[src/rtl/dao_map.svh]
// Operation
// Push-button option, on by default, energises door relay when exit button closes.
// Anti-tailgate option cuts relay timer short once the door opens.
// Chime option pulses buzzer briefly when door goes closed to open.
// Guest-call option drives buzzer for 2 seconds after keypad guest key.
// Always-exit option grants exit to valid enabled cards ignoring timezones.
// Interlock option blocks door release while auxiliary input is active.
// With interlock, second open-collector output follows door open or relay energised.
// Silent option keeps buzzer off on granted and denied outcomes.
// Presence-exit hold keeps door released while exit contact stays closed.
// Failsafe option inverts relay so it is energised while locked.
// Door 1 aux input losing 0V holds fire-selected doors released until restored.
// Configured PIN length accepted from 4 through 9 digits.
// PIN length above six extends operator and installer codes with leading zeros.
// Tech-fault function: door 1 first output on tamper, mains fail or offline.
// Any-door-open function: door 1 second output while any door is open.
// Any-door function: aux relay 1 on while any door aux relay is on.
// Users-present function: aux relay 2 on while logged-in count is nonzero.
// Limit-A function: door 2 first output off while count at or above A.
// Limit-B function: door 2 second output off while count at or above B.
// Anti-passback: entry allowed only if the user's last movement was exit.
// User limiting denies tracked entries once count reaches larger of A and B.
// Daily time or manual request logs all users out and records it.
// Count rises on granted tracked entry, falls on tracked exit, never below zero.
`ifndef DAO_MAP_SVH
`define DAO_MAP_SVH
`define DAO_NUM_DOORS   2
`define DAO_CLK_HZ      50000000
`define DAO_QTR_MS      250
`define DAO_QTR_CYCLES  ((`DAO_CLK_HZ / 1000) * `DAO_QTR_MS)
`define DAO_QTR_PER_S   4
`define DAO_GUEST_S     2
`define DAO_GUEST_QTR   (`DAO_GUEST_S * `DAO_QTR_PER_S)
`define DAO_CHIME_QTR   1
`define DAO_RELAY0_QTR  1
`define DAO_PIN_MIN     4
`define DAO_PIN_MAX     9
`define DAO_ADMIN_LEN   6
`define DAO_USERS       2048
`define DAO_UIDX_W      11
`define DAO_CNT_W       12
`define DAO_PB_DEFAULT  1
`endif

[src/rtl/dao_pkg.sv]
package dao_pkg;
  typedef struct packed {
    logic       push_button_en;
    logic       locksaver;
    logic       chime;
    logic       guest_call;
    logic       exit_always;
    logic       interlock;
    logic       silent;
    logic       presence_exit_hold;
    logic       failsafe;
    logic       fire_select;
    logic [9:0] relay_time;
  } dao_door_cfg_s;

  typedef struct packed {
    logic        valid;
    logic        door;
    logic [10:0] user;
    logic        card_ok;
    logic        tz_ok;
    logic        is_exit;
    logic        tracked;
  } dao_req_s;

  typedef struct packed {
    logic tech_fault;
    logic any_open;
    logic aux_any;
    logic users_present;
    logic limit_a;
    logic limit_b;
  } dao_alt_s;
endpackage : dao_pkg

[src/rtl/dao_top.sv]
`timescale 1ns/10ps
`include "dao_map.svh"
module dao_top #(
  parameter int QTR_CYCLES = `DAO_QTR_CYCLES
) (
  input  wire logic                  clk_sys,
  input  wire logic                  reset_n,
  input  wire logic [1:0]            door_open_pin,
  input  wire logic [1:0]            exit_btn_pin,
  input  wire logic [1:0]            aux_zero_v_pin,
  input  wire logic [1:0]            guest_key_pin,
  input  wire logic                  tamper_pin,
  input  wire logic                  mains_fail_pin,
  input  wire logic                  door_offline_pin,
  input  wire dao_pkg::dao_door_cfg_s door_cfg [2],
  input  wire dao_pkg::dao_alt_s      alt_cfg,
  input  wire dao_pkg::dao_req_s      req,
  input  wire logic [1:0]            aux_normal,
  input  wire logic [1:0]            oc_a_normal,
  input  wire logic [1:0]            oc_b_normal,
  input  wire logic                  antipassback_en,
  input  wire logic                  user_limit_en,
  input  wire logic [11:0]           limit_a,
  input  wire logic [11:0]           limit_b,
  input  wire logic [3:0]            pin_len_cfg,
  input  wire logic [10:0]           time_of_day_min,
  input  wire logic [10:0]           reset_time_min,
  input  wire logic                  daily_reset_en,
  input  wire logic                  manual_reset,
  output logic [1:0]                 relay_out_ff,
  output logic [1:0]                 buzzer_ff,
  output logic [1:0]                 aux_relay_ff,
  output logic [1:0]                 open_collector_out_a_ff,
  output logic [1:0]                 open_collector_out_b_ff,
  output logic                       grant_ff,
  output logic                       deny_ff,
  output logic                       result_door_ff,
  output logic [11:0]                user_count_ff,
  output logic                       track_reset_log_ff,
  output logic                       track_busy_ff,
  output logic [3:0]                 pin_len_ff,
  output logic [3:0]                 admin_len_ff,
  output logic [3:0]                 admin_zeros_ff
);

  // ====================================================================
  // Reset release and pin synchronisers
  // ====================================================================
  logic        rst_meta_ff;
  logic        rst_n_sync;
  logic [10:0] pins_s;
  logic [1:0]  door_open;
  logic [1:0]  exit_btn;
  logic [1:0]  aux_zv;
  logic [1:0]  guest_key;
  logic        fault;

  always_ff @(posedge clk_sys or negedge reset_n)
  begin
    if (!reset_n)
    begin
      rst_meta_ff <= 1'b0;
      rst_n_sync  <= 1'b0;
    end
    else
    begin
      rst_meta_ff <= 1'b1;
      rst_n_sync  <= rst_meta_ff;
    end
  end

  dao_sync #(.W(11)) u_sync (
    .clk_sys (clk_sys),
    .rst_n   (rst_n_sync),
    .din     ({tamper_pin, mains_fail_pin, door_offline_pin, guest_key_pin,
                aux_zero_v_pin, exit_btn_pin, door_open_pin}),
    .dout    (pins_s)
  );

  assign door_open = pins_s[1:0];
  assign exit_btn  = pins_s[3:2];
  assign aux_zv    = pins_s[5:4];
  assign guest_key = pins_s[7:6];
  assign fault     = |pins_s[10:8];

  logic [1:0] open_d_ff;
  logic [1:0] exit_d_ff;
  logic [1:0] guest_d_ff;

  always_ff @(posedge clk_sys or negedge rst_n_sync)
  begin
    if (!rst_n_sync)
    begin
      open_d_ff  <= 2'h0;
      exit_d_ff  <= 2'h0;
      guest_d_ff <= 2'h0;
    end
    else
    begin
      open_d_ff  <= door_open;
      exit_d_ff  <= exit_btn;
      guest_d_ff <= guest_key;
    end
  end

  // ====================================================================
  // Quarter-second tick
  // ====================================================================
  logic [23:0] qtr_cnt_ff;
  logic        qtr_tick;

  assign qtr_tick = (qtr_cnt_ff == 24'(QTR_CYCLES - 1));

  always_ff @(posedge clk_sys or negedge rst_n_sync)
  begin
    if (!rst_n_sync)
      qtr_cnt_ff <= 24'h0;
    else if (qtr_tick)
      qtr_cnt_ff <= 24'h0;
    else
      qtr_cnt_ff <= qtr_cnt_ff + 24'h1;
  end

  // ====================================================================
  // Access decision and user tracking
  // ====================================================================
  logic        user_in_mem [0:`DAO_USERS-1];
  logic [10:0] clr_idx_ff;
  logic        user_in;
  logic        lim_full;
  logic        grant;
  logic        entry_trk;
  logic        day_hit;
  logic [10:0] tod_d_ff;

  function automatic logic [11:0] max12(input logic [11:0] a, input logic [11:0] b);
    max12 = (a > b) ? a : b;
  endfunction : max12

  assign user_in   = user_in_mem[req.user];
  assign lim_full  = (user_count_ff >= max12(limit_a, limit_b));
  assign entry_trk = req.tracked && !req.is_exit;
  assign day_hit   = daily_reset_en && (time_of_day_min == reset_time_min) &&
                     (tod_d_ff != time_of_day_min);
  assign grant = req.valid && !track_busy_ff && req.card_ok &&
                 (req.tz_ok || (req.is_exit && door_cfg[req.door].exit_always)) &&
                 !(entry_trk && antipassback_en && user_in) &&
                 !(entry_trk && user_limit_en && lim_full);

  always_ff @(posedge clk_sys or negedge rst_n_sync)
  begin
    if (!rst_n_sync)
    begin
      grant_ff       <= 1'b0;
      deny_ff        <= 1'b0;
      result_door_ff <= 1'b0;
    end
    else
    begin
      grant_ff       <= grant;
      deny_ff        <= req.valid && !grant;
      result_door_ff <= req.door;
    end
  end

  // Sweep clears every user; decisions are refused meanwhile
  always_ff @(posedge clk_sys or negedge rst_n_sync)
  begin
    if (!rst_n_sync)
    begin
      track_busy_ff      <= 1'b1;
      clr_idx_ff         <= 11'h0;
      tod_d_ff           <= 11'h0;
      track_reset_log_ff <= 1'b0;
    end
    else
    begin
      tod_d_ff           <= time_of_day_min;
      track_reset_log_ff <= day_hit || manual_reset;
      if (day_hit || manual_reset)
      begin
        track_busy_ff <= 1'b1;
        clr_idx_ff    <= 11'h0;
      end
      else if (track_busy_ff)
      begin
        clr_idx_ff <= clr_idx_ff + 11'h1;
        if (clr_idx_ff == 11'h7FF)
          track_busy_ff <= 1'b0;
      end
    end
  end

  always_ff @(posedge clk_sys)
  begin
    if (track_busy_ff)
      user_in_mem[clr_idx_ff] <= 1'b0;
    else if (grant && req.tracked)
      user_in_mem[req.user] <= !req.is_exit;
  end

  always_ff @(posedge clk_sys or negedge rst_n_sync)
  begin
    if (!rst_n_sync)
      user_count_ff <= 12'h0;
    else if (day_hit || manual_reset)
      user_count_ff <= 12'h0;
    else if (grant && entry_trk && !user_in)
      user_count_ff <= user_count_ff + 12'h1;
    else if (grant && req.tracked && req.is_exit && user_in && user_count_ff != 12'h0)
      user_count_ff <= user_count_ff - 12'h1;
  end

  // ====================================================================
  // Per-door relay, release and buzzer
  // ====================================================================
  logic [1:0]  release_ff;
  logic        fire_act;

  assign fire_act = !aux_zv[0];

  for (genvar d = 0; d < `DAO_NUM_DOORS; d++)
  begin : g_door
    logic [11:0] relay_cnt_ff;
    logic        start;
    logic        nxt_release;
    logic        beep;
    logic        guest;

    assign start = (grant_ff && result_door_ff == 1'(d)) ||
                   (door_cfg[d].push_button_en && exit_btn[d] && !exit_d_ff[d]);

    always_ff @(posedge clk_sys or negedge rst_n_sync)
    begin
      if (!rst_n_sync)
        relay_cnt_ff <= 12'h0;
      else if (start)
        relay_cnt_ff <= (door_cfg[d].relay_time == 10'h0) ? 12'(`DAO_RELAY0_QTR) :
                        12'({door_cfg[d].relay_time, 2'b00});
      else if (door_cfg[d].locksaver && door_open[d])
        relay_cnt_ff <= 12'h0;
      else if (qtr_tick && relay_cnt_ff != 12'h0)
        relay_cnt_ff <= relay_cnt_ff - 12'h1;
    end

    assign nxt_release = (door_cfg[d].fire_select && fire_act) ||
                         (!(door_cfg[d].interlock && aux_zv[d]) &&
                          ((relay_cnt_ff != 12'h0) ||
                           (door_cfg[d].presence_exit_hold && exit_btn[d])));

    always_ff @(posedge clk_sys or negedge rst_n_sync)
    begin
      if (!rst_n_sync)
      begin
        release_ff[d]   <= 1'b0;
        relay_out_ff[d] <= 1'b0;
        buzzer_ff[d]    <= 1'b0;
      end
      else
      begin
        release_ff[d]   <= nxt_release;
        relay_out_ff[d] <= release_ff[d] ^ door_cfg[d].failsafe;
        buzzer_ff[d]    <= beep || guest;
      end
    end

    dao_pulse u_beep (
      .clk_sys (clk_sys),
      .rst_n   (rst_n_sync),
      .start   ((door_cfg[d].chime && door_open[d] && !open_d_ff[d]) ||
                ((grant_ff || deny_ff) && result_door_ff == 1'(d) &&
                 !door_cfg[d].silent)),
      .tick    (qtr_tick),
      .len     (4'(`DAO_CHIME_QTR)),
      .active  (beep)
    );

    dao_pulse u_guest (
      .clk_sys (clk_sys),
      .rst_n   (rst_n_sync),
      .start   (door_cfg[d].guest_call && guest_key[d] && !guest_d_ff[d]),
      .tick    (qtr_tick),
      .len     (4'(`DAO_GUEST_QTR)),
      .active  (guest)
    );
  end

  // ====================================================================
  // Outputs with alternate functions
  // ====================================================================
  function automatic logic oc_b_sel(input logic il, input logic open, input logic rel,
                                    input logic norm);
    oc_b_sel = il ? (open || rel) : norm;
  endfunction : oc_b_sel

  always_ff @(posedge clk_sys or negedge rst_n_sync)
  begin
    if (!rst_n_sync)
    begin
      aux_relay_ff            <= 2'h0;
      open_collector_out_a_ff <= 2'h0;
      open_collector_out_b_ff <= 2'h0;
    end
    else
    begin
      aux_relay_ff[0] <= alt_cfg.aux_any ? |aux_normal : aux_normal[0];
      aux_relay_ff[1] <= alt_cfg.users_present ? (user_count_ff != 12'h0) :
                         aux_normal[1];
      open_collector_out_a_ff[0] <= alt_cfg.tech_fault ? fault : oc_a_normal[0];
      open_collector_out_a_ff[1] <= alt_cfg.limit_a ? (user_count_ff < limit_a) :
                                    oc_a_normal[1];
      open_collector_out_b_ff[0] <= alt_cfg.any_open ? |door_open :
        oc_b_sel(door_cfg[0].interlock, door_open[0], release_ff[0], oc_b_normal[0]);
      open_collector_out_b_ff[1] <= alt_cfg.limit_b ? (user_count_ff < limit_b) :
        oc_b_sel(door_cfg[1].interlock, door_open[1], release_ff[1], oc_b_normal[1]);
    end
  end

  // ====================================================================
  // PIN length
  // ====================================================================
  always_ff @(posedge clk_sys or negedge rst_n_sync)
  begin
    if (!rst_n_sync)
    begin
      pin_len_ff     <= 4'(`DAO_PIN_MIN);
      admin_len_ff   <= 4'(`DAO_ADMIN_LEN);
      admin_zeros_ff <= 4'h0;
    end
    else
    begin
      if (pin_len_cfg >= 4'(`DAO_PIN_MIN) && pin_len_cfg <= 4'(`DAO_PIN_MAX))
        pin_len_ff <= pin_len_cfg;
      admin_len_ff   <= (pin_len_ff > 4'(`DAO_ADMIN_LEN)) ? pin_len_ff :
                        4'(`DAO_ADMIN_LEN);
      admin_zeros_ff <= (pin_len_ff > 4'(`DAO_ADMIN_LEN)) ?
                        (pin_len_ff - 4'(`DAO_ADMIN_LEN)) : 4'h0;
    end
  end

  // ====================================================================
  // Checks
  // ====================================================================
  AST_PB_START: assert property (@(posedge clk_sys) disable iff (!rst_n_sync)
    (door_cfg[0].push_button_en && exit_btn[0] && !exit_d_ff[0])
      |=> (g_door[0].relay_cnt_ff != 12'h0))
    else $error("push button did not start relay");
  AST_LOCKSAVER: assert property (@(posedge clk_sys) disable iff (!rst_n_sync)
    (door_cfg[0].locksaver && door_open[0] && !g_door[0].start)
      |=> (g_door[0].relay_cnt_ff == 12'h0))
    else $error("relay timer not truncated");
  AST_GUEST: assert property (@(posedge clk_sys) disable iff (!rst_n_sync)
    (door_cfg[0].guest_call && guest_key[0] && !guest_d_ff[0])
      |=> ##1 buzzer_ff[0] [*8])
    else $error("guest buzzer too short");
  AST_FIRE: assert property (@(posedge clk_sys) disable iff (!rst_n_sync)
    (fire_act && door_cfg[1].fire_select) |=> release_ff[1])
    else $error("fire door not released");
  AST_INTERLOCK: assert property (@(posedge clk_sys) disable iff (!rst_n_sync)
    (door_cfg[1].interlock && aux_zv[1] && !(fire_act && door_cfg[1].fire_select))
      |=> !release_ff[1])
    else $error("interlocked door released");
  AST_FAILSAFE: assert property (@(posedge clk_sys) disable iff (!rst_n_sync)
    (door_cfg[0].failsafe && !release_ff[0] && $stable(door_cfg[0].failsafe))
      |=> relay_out_ff[0])
    else $error("failsafe relay not energised while locked");
  AST_USERS: assert property (@(posedge clk_sys) disable iff (!rst_n_sync)
    (alt_cfg.users_present && user_count_ff != 12'h0) |=> aux_relay_ff[1])
    else $error("users present output missing");
  AST_LIMIT_A: assert property (@(posedge clk_sys) disable iff (!rst_n_sync)
    (alt_cfg.limit_a && user_count_ff >= limit_a) |=> !open_collector_out_a_ff[1])
    else $error("limit A output still on");
  AST_PASSBACK: assert property (@(posedge clk_sys) disable iff (!rst_n_sync)
    (req.valid && entry_trk && antipassback_en && user_in) |=> (deny_ff && !grant_ff))
    else $error("passback entry granted");
  AST_LIMIT: assert property (@(posedge clk_sys) disable iff (!rst_n_sync)
    (req.valid && entry_trk && user_limit_en && lim_full) |=> !grant_ff)
    else $error("entry over user limit");
  AST_FLOOR: assert property (@(posedge clk_sys) disable iff (!rst_n_sync)
    (user_count_ff == 12'h0 && !(grant && entry_trk)) |=> (user_count_ff == 12'h0))
    else $error("user count moved below zero");
  AST_ANY_OPEN: assert property (@(posedge clk_sys) disable iff (!rst_n_sync)
    (alt_cfg.any_open && door_open[1]) |=> open_collector_out_b_ff[0])
    else $error("any door open output missing");
endmodule : dao_top

[src/rtl/dao_sync.sv]
`timescale 1ns/10ps
module dao_sync #(
  parameter int W = 1
) (
  input  wire logic         clk_sys,
  input  wire logic         rst_n,
  input  wire logic [W-1:0] din,
  output logic      [W-1:0] dout
);
  logic [W-1:0] meta_ff;

  always_ff @(posedge clk_sys or negedge rst_n)
  begin
    if (!rst_n)
    begin
      meta_ff <= '0;
      dout    <= '0;
    end
    else
    begin
      meta_ff <= din;
      dout    <= meta_ff;
    end
  end
endmodule : dao_sync

[src/rtl/dao_pulse.sv]
`timescale 1ns/10ps
module dao_pulse (
  input  wire logic       clk_sys,
  input  wire logic       rst_n,
  input  wire logic       start,
  input  wire logic       tick,
  input  wire logic [3:0] len,
  output logic            active
);
  logic [3:0] cnt_ff;

  // Start wins over an expiring count
  always_ff @(posedge clk_sys or negedge rst_n)
  begin
    if (!rst_n)
      cnt_ff <= 4'h0;
    else if (start)
      cnt_ff <= len;
    else if (tick && cnt_ff != 4'h0)
      cnt_ff <= cnt_ff - 4'h1;
  end

  assign active = (cnt_ff != 4'h0);
endmodule : dao_pulse

[config.mk]
export PLATFORM = sky130hd
export DESIGN_NAME = dao_top
export DESIGN_NICKNAME = d
export VERILOG_FILES = /design/src/rtl/dao_pkg.sv /design/src/rtl/dao_top.sv /design/src/rtl/dao_sync.sv /design/src/rtl/dao_pulse.sv
export VERILOG_INCLUDE_DIRS = /design/src /design/src/rtl
export SDC_FILE = /design/constraint.sdc
export NUM_CORES = 2
export LEC_CHECK = 0
export ABC_AREA = 0
export BUFFER_PORTS_ARGS = -buffer_cell sky130_fd_sc_hd__buf_2
export CAP_MARGIN = 20
export CORE_ASPECT_RATIO = 0.9
export CORE_UTILIZATION = 35
export CTS_BUF_LIST = sky130_fd_sc_hd__clkbuf_8
export CTS_CLUSTER_SIZE = 20
export DETAILED_ROUTE_END_ITERATION = 16
export SETUP_SLACK_MARGIN = 0.02
export SLEW_MARGIN = 20
export SYNTH_ARGS = -nofsm -noshare
export SYNTH_HDL_FRONTEND = slang
export SYNTH_SLANG_ARGS = --single-unit
[constraint.sdc]
create_clock -name clk_sys -period 4.8 [get_ports clk_sys]
set_clock_uncertainty 0.1 [all_clocks]
set_input_delay 0.96 -clock clk_sys [delete_from_list [all_inputs] [get_ports clk_sys]]
set_output_delay 0.96 -clock clk_sys [all_outputs]
set_load 0.005 [all_outputs]
==> flow_summary.ini <==
[route]
detailedRoute.firstPassIterationCount = 6
detailed_route_drc_error_count = 0
drt_iter0_markers = 9841
vias_per_cell = 5.64
ant_nets = 0
wl_mm = 333
detailroute.via_count = 67118
route.detailed.wl_per_inst_um = 28.0

[cells_and_area]
num-nets-final = 8104
synthToLayoutAreaGrowth_pct = 26.9
fillCellCount = 24377
final_core_utilization_pct = 44.7
share_of_final_layout_standard_cells_stronger_than_drive_strength_1_pct = 32.3
final_design_area_no_fill_um2 = 125000
multi_input_comb_area_um2 = 32800
seq_area_um2 = 65400

[sta]
worstMarginPinSlew_ns = 1.06
min_period_over_period_pct = 114
hold_ws_ns = 0.0864
max_slew_margin_pct = 29.2
final_critical_path_setup_slack_ns = -0.682
timing.fmax_mhz = 182
hold_viol = 0
finalSetupViolations = 4048
grt_setup_unrepaired = true
min_period_ns = 5.48
finalMaxSlewViolations = 0

[power_and_ir_drop]
power.total_w = 0.0388
worst_ir_drop_vdd_mv = 0.221
p_leak_nw = 43.6
cellPowerDensity_nw_per_um2 = 311

[min_path]
hold_start = pin_len_cfg[1]
hp-class = in -> reg

[yosys]
synthesis.area_um2 = 98300
net_count_synth = 7210
postSynth.asyncResetShare_pct = 7.08
flip_flop_and_latch_count_after_synthesis = 2204
yosysTopAreaCell = edfxtp_1
synth-warning-count = 0
number_of_instances_in_the_synthesized_netlist = 7008
synth_top_area_share_pct = 62.5
synth_enable_flop_cells = 2048
netlist_top_cells_count = 2218 x nor2_1, 2048 x edfxtp_1, 488 x mux4_2, 376 x buf_2, 181 x mux2i_1
syn_avg_cell_area_um2 = 14.0
synth-main-ff-cell = edfxtp_1
yosys.cell_count.top_type = nor2_1
synthTopCellsByArea = edfxtp_1 63%, mux4_2 11%, nor2_1 8.5%
synth_cell_types = 82
seq_area_frac_synth_pct = 66.5

[die]
fp.dieArea_um2 = 283000
top_level_ports = 175
row_count = 184
placeable_core_area_um2 = 279000
floorplan.die.width_um = 561
floorplan.initialDensity_pct = 35.2
die_h_um = 505

[clock_tree]
clockBufferDepth = 4
cts-htree-levels = 5
tritoncts = built
clk-insertion-delay-late_ns = 1.04
tritoncts_num_sinks = 2204
cts_made_buffers = 358
cts_root_buf = clkbuf_8
clk_pin_slew_worst_paths_ns = 0.07

[setup_path]
timing.critical_path.to_type = flip-flop
crit_family = compound AO/OA/AOI/OAI gates
critical_path.max_stage_delay_ns = 0.32
timing.critical_path.arrival_ns = 6.07
rr_startpoint = user_in_mem[1735]$_DFFE_PP_
critPathKind = in -> reg
number_of_buffers_and_inverters_on_the_critical_path = 10
required_ns = 5.39
crit_path_start = limit_b[1]
crit_slowest_cell = mux2_4
path_max_fanout = 13
critical_path.startpoint_type = input pin

[place]
io_buffers = 174
dpl.hpwl_mm = 184
dpl_worst_slack_ns = -2.46
postPlaceCellArea_um2 = 110000
place_congestion = 0.914

[outcome]
outcome = complete, but fails checks
violations_in_the_final_reports = negative setup slack

[job]
cap_viol_max_count = 0

[grt]
wire_length_of_the_first_global_routing_pass_mm = 458
antenna_found_initial = 19
grt_max_degree = 87
grt.total_usage_pct = 22.1
globalRoute.totalOverflow = 0
number_of_global_route_vias_before_repair = 65408
-- timing repair --
| action | 4_1_cts | 5_1_grt |
|---|---|---|
| pin swaps | 78 | 235 |
| hold buffers | 31 | 0 |
| endpoints found under the hold margin | 31 | 0 |
| setup buffers | 77 | 60 |
| gates cloned | 77 | 40 |
| setup endpoints to repair | 4108 | 4107 |
| gates resized for setup | 356 | 594 |
-- report_power, final --
group          switching (W)  internal [W]
combinational        0.00146       0.00120
sequential         0.0000797        0.0208
clock                0.00776       0.00757
-- state kept, by name (all words and copies together), names as in the netlist, 3 cells and up --
signal                 flops
g_door.u_beep.cnt_ff       8
user_in_mem             2048
u_sync.meta_ff            11
admin_zeros_ff             4
admin_len_ff               3
clr_idx_ff                11
g_door.relay_cnt_ff       24
g_door.u_guest.cnt_ff      8
tod_d_ff                  11
user_count_ff             12
pin_len_ff                 4
u_sync.dout               11
qtr_cnt_ff                24
-- worst register-to-register path: stages, from the launching register on --
cell and delay, ns:
edfxtp_1 0.36, mux4_2 0.47, a22o_1 0.25, a221oi_1 0.31, buf_4 0.18, o22ai_1 0.11
or4_1 0.58, nand3_1 0.12, o311ai_1 0.14, buf_4 0.19, a32oi_2 0.19, buf_6 0.18
buf_8 0.12, o211a_4 0.21, buf_6 0.12, buf_12 0.11, buf_12 0.10, mux2i_4 0.28
buf_6 0.17, buf_12 0.11, nand2_8 0.18, clkbuf_16 0.33, nor2_1 0.14
-- final cells by class --
| cell class | count | share of cell area (%) |
|---|---|---|
| Inverter | 70 | 0.225 |
| Antenna cell | 9 | 0.0180 |
| Multi-Input combinational cell | 4106 | 26.2 |
| Clock inverter | 252 | 1.03 |
| Sequential cell | 2204 | 52.4 |
| Timing Repair Buffer | 1162 | 12.2 |
| Clock buffer | 375 | 4.14 |
| Tap cell | 3720 | 3.73 |
-- final timing paths --
path,end,slack (ns),cells after the start
worst max-delay path,user_in_mem[1674]$_DFFE_PP_,-0.68,32
worst min register to register,u_sync.dout[2]$_DFF_PN0_,0.25,0
min in group asynchronous,rst_n_sync$_DFF_PN0_,0.17,2
max in group asynchronous,tod_d_ff[3]$_DFF_PN0_,3.23,1
worst min-delay path,pin_len_ff[1]$_DFFE_PN0P_,0.09,2
worst max register to register,user_in_mem[1674]$_DFFE_PP_,-0.59,22
-- stage by stage --
stage | setup TNS, ns | instances
finish | -1493.83 | 11898
global route | -1817.09 | 11896
CTS | -1552.38 | 11800
detailed placement | -7437.98 | 10994
global placement | -7711.44 | 10994
floorplan | - | 7008
-- cell usage in the layout, fill, tap and decap left out, types with 29 or more instances in the layout --
cell type	n
buf_6	35
a21oi_2	60
nor2_1	1859
mux4_2	488
nand2_8	29
inv_1	178
a21o_1	38
buf_16	101
a22oi_1	96
buf_12	280
clkbuf_8	375
edfxtp_1	2048
clkinv_2	30
xor2_1	47
ha_1	57
mux2i_1	180
o21ai_0	37
dfrtp_1	151
nand2b_1	31
nand3_1	58
nor2_2	119
nor3_1	75
a21oi_1	103
clkinv_1	82
buf_4	484
dlygate4sd3_1	31
o22ai_1	39
nand2_1	146
buf_2	169
nor2_4	240
clkbuf_16	33
-- cells by family (layout without fill, tap and decap cells) --
kind of cell / after synthesis / in the layout / synth area share [%]
other: 1 / 10 / 0.00381
muxes: 682 / 682 / 13.2
DFF: 2204 / 2204 / 66.5
buffers and inverters: 701 / 1859 / 3.66
and+or+nand+nor: 2727 / 2729 / 11.2
xor gates and xnor gates: 76 / 76 / 0.677
AOI/OAI and AO/OA: 551 / 552 / 3.90
adders and majority gates: 66 / 66 / 0.847
-- metal layers --
| layer | wire length [µm] | vias to the layer above | track usage, % |
|---|---|---|---|
| met2 | 154000 | 3922 | 35.0 |
| met4 | 11900 | 4 | 7.10 |
| li1 | - | 27668 | - |
| met3 | 39300 | 661 | 4.62 |
| met1 | 128000 | 34863 | 30.5 |
| met5 | 23 | - | 0 |
Note: power is estimated with default switching activity, not from simulation.
